$ cat config.mk
export PLATFORM = sky130hd
export DESIGN_NAME = dscr_regs
export DESIGN_NICKNAME = d
export VERILOG_FILES = /design/src/common/dscr_pkg.sv /design/src/design/dscr_regs.sv
export SDC_FILE = /design/constraint.sdc
export NUM_CORES = 1
export LEC_CHECK = 0
export BUFFER_PORTS_ARGS = -buffer_cell sky130_fd_sc_hd__clkbuf_2
export CAP_MARGIN = 20
export CORE_AREA = 2 2 233 235
export CTS_BUF_LIST = sky130_fd_sc_hd__clkbuf_4
export DETAILED_ROUTE_END_ITERATION = 8
export DIE_AREA = 0 0 235 237
export GPL_ROUTABILITY_DRIVEN = 0
export GPL_TIMING_DRIVEN = 1
export PLACE_DENSITY = 0.78
export SYNTH_ARGS = -nofsm -noshare
export SYNTH_HDL_FRONTEND = slang
export SYNTH_SLANG_ARGS = --single-unit
$ cat constraint.sdc
create_clock -name mclk -period 5.09 [get_ports mclk]
set_input_delay 0.509 -clock mclk [delete_from_list [all_inputs] [get_ports mclk]]
set_output_delay 0.509 -clock mclk [all_outputs]
set_load 0.05 [all_outputs]
$ cat src/common/dscr_pkg.sv
`default_nettype none
package dscr_pkg;
    localparam logic [7:0] OFF_OSC_PWIRE = 8'h0a;
    localparam logic [7:0] OFF_MEM_CAP = 8'h0c;
    localparam logic [7:0] OFF_STAT = 8'h10;
    localparam logic [7:0] OFF_PC = 8'h11;
    localparam logic [7:0] OFF_SP = 8'h12;
    localparam logic [7:0] OFF_T_SEL = 8'h13;
    localparam logic [7:0] OFF_R_SEL = 8'h14;
    localparam logic [7:0] OFF_CAUSE = 8'h15;
    localparam logic [7:0] OFF_PAYLOAD = 8'h16;
    localparam logic [7:0] OFF_HOLD = 8'h18;
    localparam logic [4:0] OFF_MBOX_BASE = 5'h04;
    localparam int OSC_W = 16;
    localparam int STAT_W = 11;
    localparam logic [10:0] STAT_CAP_MASK = 11'h7df;
    localparam logic [10:0] STAT_WR_MASK = 11'h6df;
    localparam int STAT_ISSUE_BIT = 8;
    localparam int CAUSE_LSB = 0;
    localparam int THREAD_LSB = 8;
    localparam int INDEX_LSB = 16;
    localparam logic [2:0] CAUSE_NONE = 3'h0;
    localparam logic [2:0] CAUSE_HOST = 3'h1;
    localparam logic [2:0] CAUSE_DBG_CALL = 3'h2;
    localparam logic [2:0] CAUSE_IBRK = 3'h3;
    localparam logic [2:0] CAUSE_DWATCH = 3'h4;
    localparam logic [2:0] CAUSE_RWATCH = 3'h5;
    localparam logic [31:0] RST_WORD = 32'h0000_0000;
    localparam logic [31:0] RAM_BYTES_DEF = 32'h0004_0000;
endpackage
`default_nettype wire

$ cat src/design/dscr_regs.sv
`default_nettype none
// Function
// - Low 16 bits return oscillator count
// - Oscillator count survives system reset
// - Read-only RAM size word at 0x0c
// - Debug entry copies saved status word
// - Status bits 0-4 flags, bit 5 reserved
// - Bit 7 fast mode, bit 6 paused
// - Bit 8 read-only issue mode, 9-10 writable
// - Debug entry captures saved program counter
// - Debug entry captures saved stack pointer
// - Eight-bit thread select operand at 0x13
// - Five-bit register select operand at 0x14
// - Cause code encoding, resets to zero
// - Lowest firing watchpoint index, zero otherwise
// - Thread number, forced zero for host
// - Data watchpoint loads effective address
// - Resource watchpoint loads resource identifier
// - Hold mask stops cores after return
// - Eight mailbox words shared with config space
module dscr_regs
    import dscr_pkg::*;
#(
    parameter logic [31:0] RAM_BYTES = RAM_BYTES_DEF,
    parameter int NUM_WP = 4,
    parameter int MBOX_WORDS = 8
) (
    input wire logic mclk,
    input wire logic sys_rst,
    input wire logic osc_rst,
    input wire logic osc_enable,
    input wire logic osc_tick,
    input wire logic dbg_mode,
    input wire logic [7:0] ps_addr,
    input wire logic ps_wr,
    input wire logic ps_rd,
    input wire logic [31:0] ps_wdata,
    output logic [31:0] ps_rdata,
    output logic ps_rvalid,
    input wire logic [2:0] cfg_addr,
    input wire logic cfg_wr,
    input wire logic cfg_rd,
    input wire logic [31:0] cfg_wdata,
    output logic [31:0] cfg_rdata,
    input wire logic dbg_enter,
    input wire logic [10:0] ent_status,
    input wire logic [31:0] ent_pc,
    input wire logic [31:0] ent_sp,
    input wire logic [2:0] ent_cause,
    input wire logic [7:0] ent_thread,
    input wire logic [NUM_WP-1:0] ent_hits,
    input wire logic [31:0] ent_addr,
    input wire logic [31:0] ent_res_id,
    output logic [7:0] core_stop
);
    logic [OSC_W-1:0] osc_cnt_reg;
    logic [STAT_W-1:0] stat_reg;
    logic [31:0] pc_reg;
    logic [31:0] sp_reg;
    logic [7:0] tsel_reg;
    logic [4:0] rsel_reg;
    logic [2:0] cause_reg;
    logic [7:0] cthread_reg;
    logic [1:0] cindex_reg;
    logic [31:0] payload_reg;
    logic [7:0] hold_reg;
    logic [31:0] mbox_mem [MBOX_WORDS];
    logic [31:0] ps_rdata_reg;
    logic ps_rvalid_reg;
    logic [31:0] cfg_rdata_reg;
    logic [7:0] core_stop_reg;
    logic dwr;
    logic [1:0] hit_index;

    function automatic logic [1:0] lowest_hit(input logic [NUM_WP-1:0] hits);
        logic [1:0] idx;
        idx = 2'h0;
        for (int i = NUM_WP - 1; i >= 0; i--) begin
            if (hits[i]) begin
                idx = 2'(i);
            end
        end
        return idx;
    endfunction

    function automatic logic is_mbox(input logic [7:0] a);
        return a[7:3] == OFF_MBOX_BASE;
    endfunction

    // Register writes only count while the tile is in debug mode
    assign dwr = ps_wr && dbg_mode;
    assign hit_index = lowest_hit(ent_hits);

    // Cleared only by its own reset; sys_rst deliberately absent
    always_ff @(posedge mclk) begin
        if (osc_rst) begin
            osc_cnt_reg <= '0;
        end else if (osc_enable && osc_tick) begin
            osc_cnt_reg <= osc_cnt_reg + 16'h0001;
        end
    end

    // Capture wins over a software write in the same cycle
    always_ff @(posedge mclk) begin
        if (sys_rst) begin
            stat_reg <= '0;
            pc_reg <= RST_WORD;
            sp_reg <= RST_WORD;
        end else if (dbg_enter) begin
            stat_reg <= ent_status & STAT_CAP_MASK;
            pc_reg <= ent_pc;
            sp_reg <= ent_sp;
        end else if (dwr) begin
            if (ps_addr == OFF_STAT) begin
                stat_reg <= (ps_wdata[STAT_W-1:0] & STAT_WR_MASK)
                    | (stat_reg & ~STAT_WR_MASK);
            end
            if (ps_addr == OFF_PC) begin
                pc_reg <= ps_wdata;
            end
            if (ps_addr == OFF_SP) begin
                sp_reg <= ps_wdata;
            end
        end
    end

    always_ff @(posedge mclk) begin
        if (sys_rst) begin
            cause_reg <= CAUSE_NONE;
            cthread_reg <= '0;
            cindex_reg <= '0;
            payload_reg <= RST_WORD;
        end else if (dbg_enter) begin
            cause_reg <= ent_cause;
            cthread_reg <= (ent_cause == CAUSE_HOST) ? 8'h00 : ent_thread;
            cindex_reg <= (ent_cause == CAUSE_HOST || ent_cause == CAUSE_DBG_CALL)
                ? 2'h0 : hit_index;
            if (ent_cause == CAUSE_DWATCH) begin
                payload_reg <= ent_addr;
            end else if (ent_cause == CAUSE_RWATCH) begin
                payload_reg <= ent_res_id;
            end
        end else if (dwr) begin
            if (ps_addr == OFF_CAUSE) begin
                cause_reg <= ps_wdata[CAUSE_LSB +: 3];
                cthread_reg <= ps_wdata[THREAD_LSB +: 8];
                cindex_reg <= ps_wdata[INDEX_LSB +: 2];
            end
            if (ps_addr == OFF_PAYLOAD) begin
                payload_reg <= ps_wdata;
            end
        end
    end

    always_ff @(posedge mclk) begin
        if (sys_rst) begin
            tsel_reg <= '0;
            rsel_reg <= '0;
            hold_reg <= '0;
        end else if (dwr) begin
            if (ps_addr == OFF_T_SEL) begin
                tsel_reg <= ps_wdata[7:0];
            end
            if (ps_addr == OFF_R_SEL) begin
                rsel_reg <= ps_wdata[4:0];
            end
            if (ps_addr == OFF_HOLD) begin
                hold_reg <= ps_wdata[7:0];
            end
        end
    end

    // Mask only bites once debug mode is left
    always_ff @(posedge mclk) begin
        if (sys_rst) begin
            core_stop_reg <= '0;
        end else begin
            core_stop_reg <= dbg_mode ? 8'h00 : hold_reg;
        end
    end

    // One array for both ports; the processor side wins a collision
    always_ff @(posedge mclk) begin
        if (dwr && is_mbox(ps_addr)) begin
            mbox_mem[ps_addr[2:0]] <= ps_wdata;
        end
        if (cfg_wr && !(dwr && is_mbox(ps_addr) && ps_addr[2:0] == cfg_addr)) begin
            mbox_mem[cfg_addr] <= cfg_wdata;
        end
    end

    // Reads return the value from before a same-cycle write
    always_ff @(posedge mclk) begin
        if (sys_rst) begin
            ps_rdata_reg <= RST_WORD;
            ps_rvalid_reg <= 1'b0;
            cfg_rdata_reg <= RST_WORD;
        end else begin
            ps_rvalid_reg <= ps_rd;
            if (cfg_rd) begin
                cfg_rdata_reg <= mbox_mem[cfg_addr];
            end
            if (ps_rd) begin
                if (is_mbox(ps_addr)) begin
                    ps_rdata_reg <= mbox_mem[ps_addr[2:0]];
                end else begin
                    unique case (ps_addr)
                        OFF_OSC_PWIRE: ps_rdata_reg <= {16'h0000, osc_cnt_reg};
                        OFF_MEM_CAP: ps_rdata_reg <= {RAM_BYTES[31:2], 2'b00};
                        OFF_STAT: ps_rdata_reg <= {21'h000000, stat_reg};
                        OFF_PC: ps_rdata_reg <= pc_reg;
                        OFF_SP: ps_rdata_reg <= sp_reg;
                        OFF_T_SEL: ps_rdata_reg <= {24'h000000, tsel_reg};
                        OFF_R_SEL: ps_rdata_reg <= {27'h0000000, rsel_reg};
                        OFF_CAUSE: ps_rdata_reg <= {14'h0000, cindex_reg, cthread_reg,
                            5'h00, cause_reg};
                        OFF_PAYLOAD: ps_rdata_reg <= payload_reg;
                        OFF_HOLD: ps_rdata_reg <= {24'h000000, hold_reg};
                        default: ps_rdata_reg <= RST_WORD;
                    endcase
                end
            end
        end
    end

    assign ps_rdata = ps_rdata_reg;
    assign ps_rvalid = ps_rvalid_reg;
    assign cfg_rdata = cfg_rdata_reg;
    assign core_stop = core_stop_reg;

    osc_count_a: assert property (@(posedge mclk) disable iff (sys_rst)
        (osc_enable && osc_tick && !osc_rst) |=> osc_cnt_reg == $past(osc_cnt_reg) + 16'h0001)
        else $error("oscillator count did not advance");
    osc_keep_a: assert property (@(posedge mclk)
        (sys_rst && !osc_rst && !osc_tick) |=> $stable(osc_cnt_reg))
        else $error("oscillator count disturbed by system reset");
    ram_read_a: assert property (@(posedge mclk) disable iff (sys_rst)
        (ps_rd && ps_addr == OFF_MEM_CAP) |=> ps_rvalid && ps_rdata == {RAM_BYTES[31:2], 2'b00})
        else $error("RAM size read wrong");
    stat_cap_a: assert property (@(posedge mclk) disable iff (sys_rst)
        dbg_enter |=> stat_reg == ($past(ent_status) & STAT_CAP_MASK) && !stat_reg[5])
        else $error("status snapshot not captured");
    stat_ro_a: assert property (@(posedge mclk) disable iff (sys_rst)
        (!dbg_enter && dwr && ps_addr == OFF_STAT)
        |=> stat_reg[STAT_ISSUE_BIT] == $past(stat_reg[STAT_ISSUE_BIT]))
        else $error("issue mode bit was written");
    pc_sp_cap_a: assert property (@(posedge mclk) disable iff (sys_rst)
        dbg_enter |=> pc_reg == $past(ent_pc) && sp_reg == $past(ent_sp))
        else $error("program counter or stack pointer not captured");
    host_zero_a: assert property (@(posedge mclk) disable iff (sys_rst)
        (dbg_enter && ent_cause == CAUSE_HOST) |=> cthread_reg == 8'h00 && cindex_reg == 2'h0
        && cause_reg == CAUSE_HOST)
        else $error("host cause left thread or index set");
    lowest_hit_a: assert property (@(posedge mclk) disable iff (sys_rst)
        (dbg_enter && ent_cause >= CAUSE_IBRK && ent_cause <= CAUSE_RWATCH
        && ent_hits[1:0] == 2'b10) |=> cindex_reg == 2'h1)
        else $error("lowest watchpoint index not reported");
    payload_a: assert property (@(posedge mclk) disable iff (sys_rst)
        (dbg_enter && ent_cause == CAUSE_DWATCH) |=> payload_reg == $past(ent_addr))
        else $error("watch address not loaded");
    res_payload_a: assert property (@(posedge mclk) disable iff (sys_rst)
        (dbg_enter && ent_cause == CAUSE_RWATCH) |=> payload_reg == $past(ent_res_id))
        else $error("resource identifier not loaded");
    cause_rst_a: assert property (@(posedge mclk)
        sys_rst |=> cause_reg == CAUSE_NONE)
        else $error("cause not cleared by reset");
    wr_gate_a: assert property (@(posedge mclk) disable iff (sys_rst)
        (ps_wr && !dbg_mode) |=> $stable(hold_reg) && $stable(tsel_reg) && $stable(rsel_reg))
        else $error("write accepted outside debug mode");
    hold_out_a: assert property (@(posedge mclk) disable iff (sys_rst)
        (!dbg_mode ##1 !dbg_mode) |=> core_stop == $past(hold_reg))
        else $error("core stop does not follow hold mask");
    mbox_share_a: assert property (@(posedge mclk) disable iff (sys_rst)
        (dwr && is_mbox(ps_addr) ##1 cfg_rd && cfg_addr == $past(ps_addr[2:0]) && !cfg_wr)
        |=> cfg_rdata == $past(ps_wdata, 2))
        else $error("mailbox word not shared");
    // Capture fields, write paths, the stop output and the oscillator read, seen one cycle after the strobe
    cause_cap_a: assert property (@(posedge mclk) disable iff (sys_rst)
        dbg_enter |=> cause_reg == $past(ent_cause))
        else $error("cause code not captured");
    thread_cap_a: assert property (@(posedge mclk) disable iff (sys_rst)
        (dbg_enter && ent_cause != CAUSE_HOST) |=> cthread_reg == $past(ent_thread))
        else $error("causing thread not captured");
    call_index_a: assert property (@(posedge mclk) disable iff (sys_rst)
        (dbg_enter && ent_cause == CAUSE_DBG_CALL) |=> cindex_reg == 2'h0)
        else $error("debug call left an index set");
    pay_keep_a: assert property (@(posedge mclk) disable iff (sys_rst)
        (dbg_enter && ent_cause != CAUSE_DWATCH && ent_cause != CAUSE_RWATCH)
        |=> $stable(payload_reg))
        else $error("payload changed for a non-watch cause");
    stop_dbg_a: assert property (@(posedge mclk) disable iff (sys_rst)
        dbg_mode |=> core_stop == 8'h00)
        else $error("cores held while in debug mode");
    tsel_wr_a: assert property (@(posedge mclk) disable iff (sys_rst)
        (dwr && ps_addr == OFF_T_SEL) |=> tsel_reg == $past(ps_wdata[7:0]))
        else $error("thread select not written");
    rsel_wr_a: assert property (@(posedge mclk) disable iff (sys_rst)
        (dwr && ps_addr == OFF_R_SEL) |=> rsel_reg == $past(ps_wdata[4:0]))
        else $error("register select not written");
    osc_upper_a: assert property (@(posedge mclk) disable iff (sys_rst)
        (ps_rd && ps_addr == OFF_OSC_PWIRE) |=> ps_rdata[31:16] == 16'h0000)
        else $error("oscillator upper bits not zero");
endmodule
`default_nettype wire

## Yosys cells after proc, flatten, opt, wreduce, memory -nomap -nowiden

Memory sizes are Yosys's and may differ from the RTL's. A register that Yosys moved wholly into a read port is not among the register bits.
Index checks and enable logic that the tools add are counted.
W data, S select, Z words.

- Add/sub/neg operators: 1
- Equality and inequality tests: 17
- Mux-type cells: 35
- Bitwise gates (word level): 1
- Reductions and logical operators: 24

Operators by type and width:

| kind | count |
|---|---|
| $mux W32 | 12 |
| $pmux W32 S10 | 1 |
| $eq A8 B5 Y1 const B | 8 |
| $mux W11 | 3 |
| $mux W8 | 4 |
| $add A16 B1 Y16 const B | 1 |
| $eq A8 B4 Y1 const B | 2 |
| $mux W2 | 8 |
| $reduce_and A2 Y1 | 8 |
| $reduce_bool A2 Y1 | 6 |
| $or A11 B9 Y11 | 1 |
| $mux W3 | 3 |
| $eq A3 B3 Y1 const B | 2 |
| $eq A5 B3 Y1 const B | 1 |
| $logic_and A1 B1 Y1 | 5 |
| $mux W1 | 4 |
| $reduce_or A2 Y1 | 2 |
| $eq A3 B1 Y1 const B | 1 |
| $eq A3 B2 Y1 const B | 1 |
| $eq A3 B3 Y1 | 1 |
| $ne A3 B1 Y1 const B | 1 |
| $reduce_and A3 Y1 | 1 |
| $logic_not A1 Y1 | 1 |
| $logic_or A1 B1 Y1 | 1 |

- Bits in registers: 198
- Memory bits (writable): 256
- Input bits: 240
- Output and inout port bits: 73
- Word-level logic and storage cells: 94
- Memories: 1

Memory list:

| name | depth | width | rd ports | clocked after Yosys merged registers in | wr ports | RTL line | RTL |
|---|---|---|---|---|---|---|---|
| mbox_mem | 8 | 32 | 2 | 1 | 2 | dscr_regs.sv:67 | `logic [31:0] mbox_mem [MBOX_WORDS];` |

## Logic depth before layout (Yosys ltp)

- Word-level depth: 7
- Gate-level depth with buffers: 8
- Depth with buffers taken out: 5

## Worst setup path before layout

Ideal clock, no wire load.

- Path kind: in2reg
- Start: input ps_addr[2]
- End: memory mbox_mem[6][0] (enable)
- Library setup time: 0.466 ns
- Arrival time: 3.965 ns
- Data required time: 4.624 ns
- Slack: 0.659 ns
- Stages on the path: 6
- Path buffers: 4
- Cell sequence: buf_2 > buf_1 > buf_2 > clkbuf_1 > nand2_1 > o21ai_0

RTL lines:

| what | RTL line | RTL |
|---|---|---|
| start: declaration | dscr_regs.sv:34 | `input wire logic [7:0] ps_addr,` |
| end: declaration | dscr_regs.sv:67 |  |

==> flow_summary.ini <==
[yosys]
syn_area_per_cell_sq_um = 12.1
yosysTopAreaCell = edfxtp_1
synth_top_family_by_area = multiplexers
synth-compound-area-share_pct = 11.3
synth.area.top_cells = edfxtp_1, dfxtp_1, mux4_2
synth_seq_cells = 485
yosys_warnings = 0
async_reset_ff_share_pct = 0
syn_inst = 2185
synth_fa_ha_area_share_pct = 0.0475
synthXorXnorAreaFrac_pct = 0.366
synth_area_sq_um = 26300
yosysSeqAreaShare_pct = 46.6
synthMuxAreaShare_pct = 27.6
ys.flop_type = edfxtp_1
synth_edf_count = 256
yosys.area_share.simple_pct = 9.65
ys_types = 71
syn_nets = 2426
yosys.area.top_type_share_pct = 29.2

[die]
die_y_um = 237
ios = 313
core_sq_um = 53300
start_util_pct = 49.4
dieArea_sq_um = 55700
num_rows = 85
chipWidth_um = 235

[power_and_ir_drop]
p_sw_mw = 2.49
p_comb_share_pct = 14.8
p_leak_nw = 11.3
p_int_mw = 6.42
power_density_nw_per_um2 = 289
seqPwrFrac_pct = 49.1
pwr-share-clk_pct = 36.1
peakVddDrop_v = 0.000221
swShare_pct = 27.9

[placed_design]
io_buffers = 311
dp_hpwl_mm = 55.9

[cts]
h-tree-depth = 3
cts_tree = built
cts.sinks = 485
cts_made_buffers = 117
cts_root_buffer = clkbuf_4
clock_path_buffers = 3
post_cts_buffers = 0
insertion_delay_ns = 0.88
clk_pin_slew_ns = 0.08

[worst_setup_path]
ff2ff_setup_slack_ns = 3.10
crit_fanout = 16
critPathLaunchType = input port
end_kind = flip-flop
critPathKind = in -> reg
required_ns = 5.59
crit_arrival_ns = 3.43

[routing]
wl_per_cell_um = 25.7
drtIter0Drc = 2620
vias = 21600
drcViolationCount = 0
ant_nets = 0
dr.pass1.iters = 7
vias_per_cell = 6.51
routed_wl_mm = 85.4

[job]
drv_cap = 0

[sta]
rsz0062_at_grt = no
setup_tns_ns = 0
hold_ws_ns = 0.0397
worstMarginPinSlew_ns = 1.13
period_minus_slack_ns = 2.93
fin_skew_ns = 0.0574
fmax_mhz = 342
finalMaxSlewViolations = 0
relSlewSlack_pct = 24.4
final.period_utilization_pct = 57.5
setup_viol = 0
hold_viol_final = 0

[cells_and_area]
fillCellCount = 4245
final_common_cell = clkbuf_2
final_layout_size_suffix_gt1_share_pct = 31.1
areaGrowthSynthToFinish_pct = 17.0
multi_input_area_sq_um = 13000
regArea_sq_um = 12300
largest_register = mbox_mem
largest_register_ffs = 256
layout_common_cells = clkbuf_2, edfxtp_1, dfxtp_1, mux2_1, clkbuf_4
layout.nets = 2765

[global_routing]
grt_pass1_wl_mm = 129
antenna_found_initial = 4
grtUsageTotal_pct = 30.0
grt-ovfl-total = 0
grt_pass1_vias = 22100
grt_max_degree = 113

[status]
status = completed

[worst_hold_path]
min_path_type = in -> reg
==> per-stage QoR <==
step / util [%] / worst slack [ns] / cell area, sq um / std cells / total power [mW]
after floorplan: - / 0.659 / 26300 / 2185 / 5.26
after global placement: 53.2 / 1.47 / 28300 / 3004 / 5.65
after detailed placement: 53.2 / 1.42 / 28300 / 3005 / 5.69
after CTS: 57.8 / 2.23 / 30800 / 3314 / 8.92
after global routing: 57.8 / 2.13 / 30800 / 3318 / 9.21
final: 57.8 / 2.16 / 30800 / 3324 / 8.91
==> power by group through the flow <==
stage / logic [mW] / clock network [mW] / registers, mW
finish: 1.32 / 3.22 / 4.38
global route: 1.39 / 3.43 / 4.39
CTS: 1.30 / 3.25 / 4.38
detailed placement: 1.23 / 0 / 4.46
global placement: 1.20 / 0 / 4.45
floorplan: 0.710 / 0 / 4.55
==> cells by family after synthesis <==
group / count (synthesis)
AO/OA/AOI/OAI: 380
AND/OR/NAND/NOR: 492
buffers and inverters: 288
flip-flops: 485
multiplexers: 528
XOR/XNOR: 11
adder cells (fa/ha/maj): 1
==> per-layer routing <==
metal,GRT usage [%],routed length [um]
met5,0,15
met1,36.8,30500
met2,50.0,41500
met3,6.51,8830
met4,15.6,4670
==> path summary, 6_finish.rpt <==
kind,startpoint,to,cells after the start
min,cfg_wdata[10],mbox_mem[6][10],2
max reg2reg,osc_cnt_reg[4],osc_cnt_reg[15],4
max,dbg_mode,mbox_mem[7][22],8
min reg2reg,cindex_reg[0],cindex_reg[0],2
==> cells in the mapped netlist, drive strengths merged, types with 4 or more instances <==
cell,count
nand2b,6
clkbuf,153
a31oi,5
a41oi,14
and2,11
a311oi,49
nand4,6
xor2,6
xnor2,5
o221ai,32
inv,50
a22oi,4
a21oi,50
a32o,13
nand2,146
o21bai,19
and4,4
o21ai,24
or4,7
nand3,41
o211ai,32
mux2i,108
o31ai,9
or4bb,32
a211oi,78
dfxtp,229
buf,85
a221oi,27
edfxtp,256
nor2b,7
or3,7
a32oi,4
nand3b,15
mux2,291
and3,8
nor2,162
nor3,12
nor3b,8
nor4,12
mux4,129
==> what timing repair did <==
item,in CTS,in global routing
hold endpoints to repair,103,0
resized for setup,0,0
hold buffers,95,0
==> layout make-up <==
cell class	count	area share, %
Clock buffer	165	4.02
Antenna cell	9	0.0731
Sequential cell	485	39.8
Inverter	50	0.617
Timing Repair Buffer	458	9.52
Multi-Input combinational cell	1412	42.3
Clock inverter	49	0.800
Tap cell	696	2.83
==> worst max-delay path, cell delays in order <==
cell and delay (ns):
dlygate4sd3_1 0.53, clkbuf_2 0.18, and2_1 0.26, and3_1 0.35
a311oi_4 0.58, buf_4 0.40, o21bai_4 0.24, buf_4 0.35
Note: power is estimated with default switching activity, not from simulation.
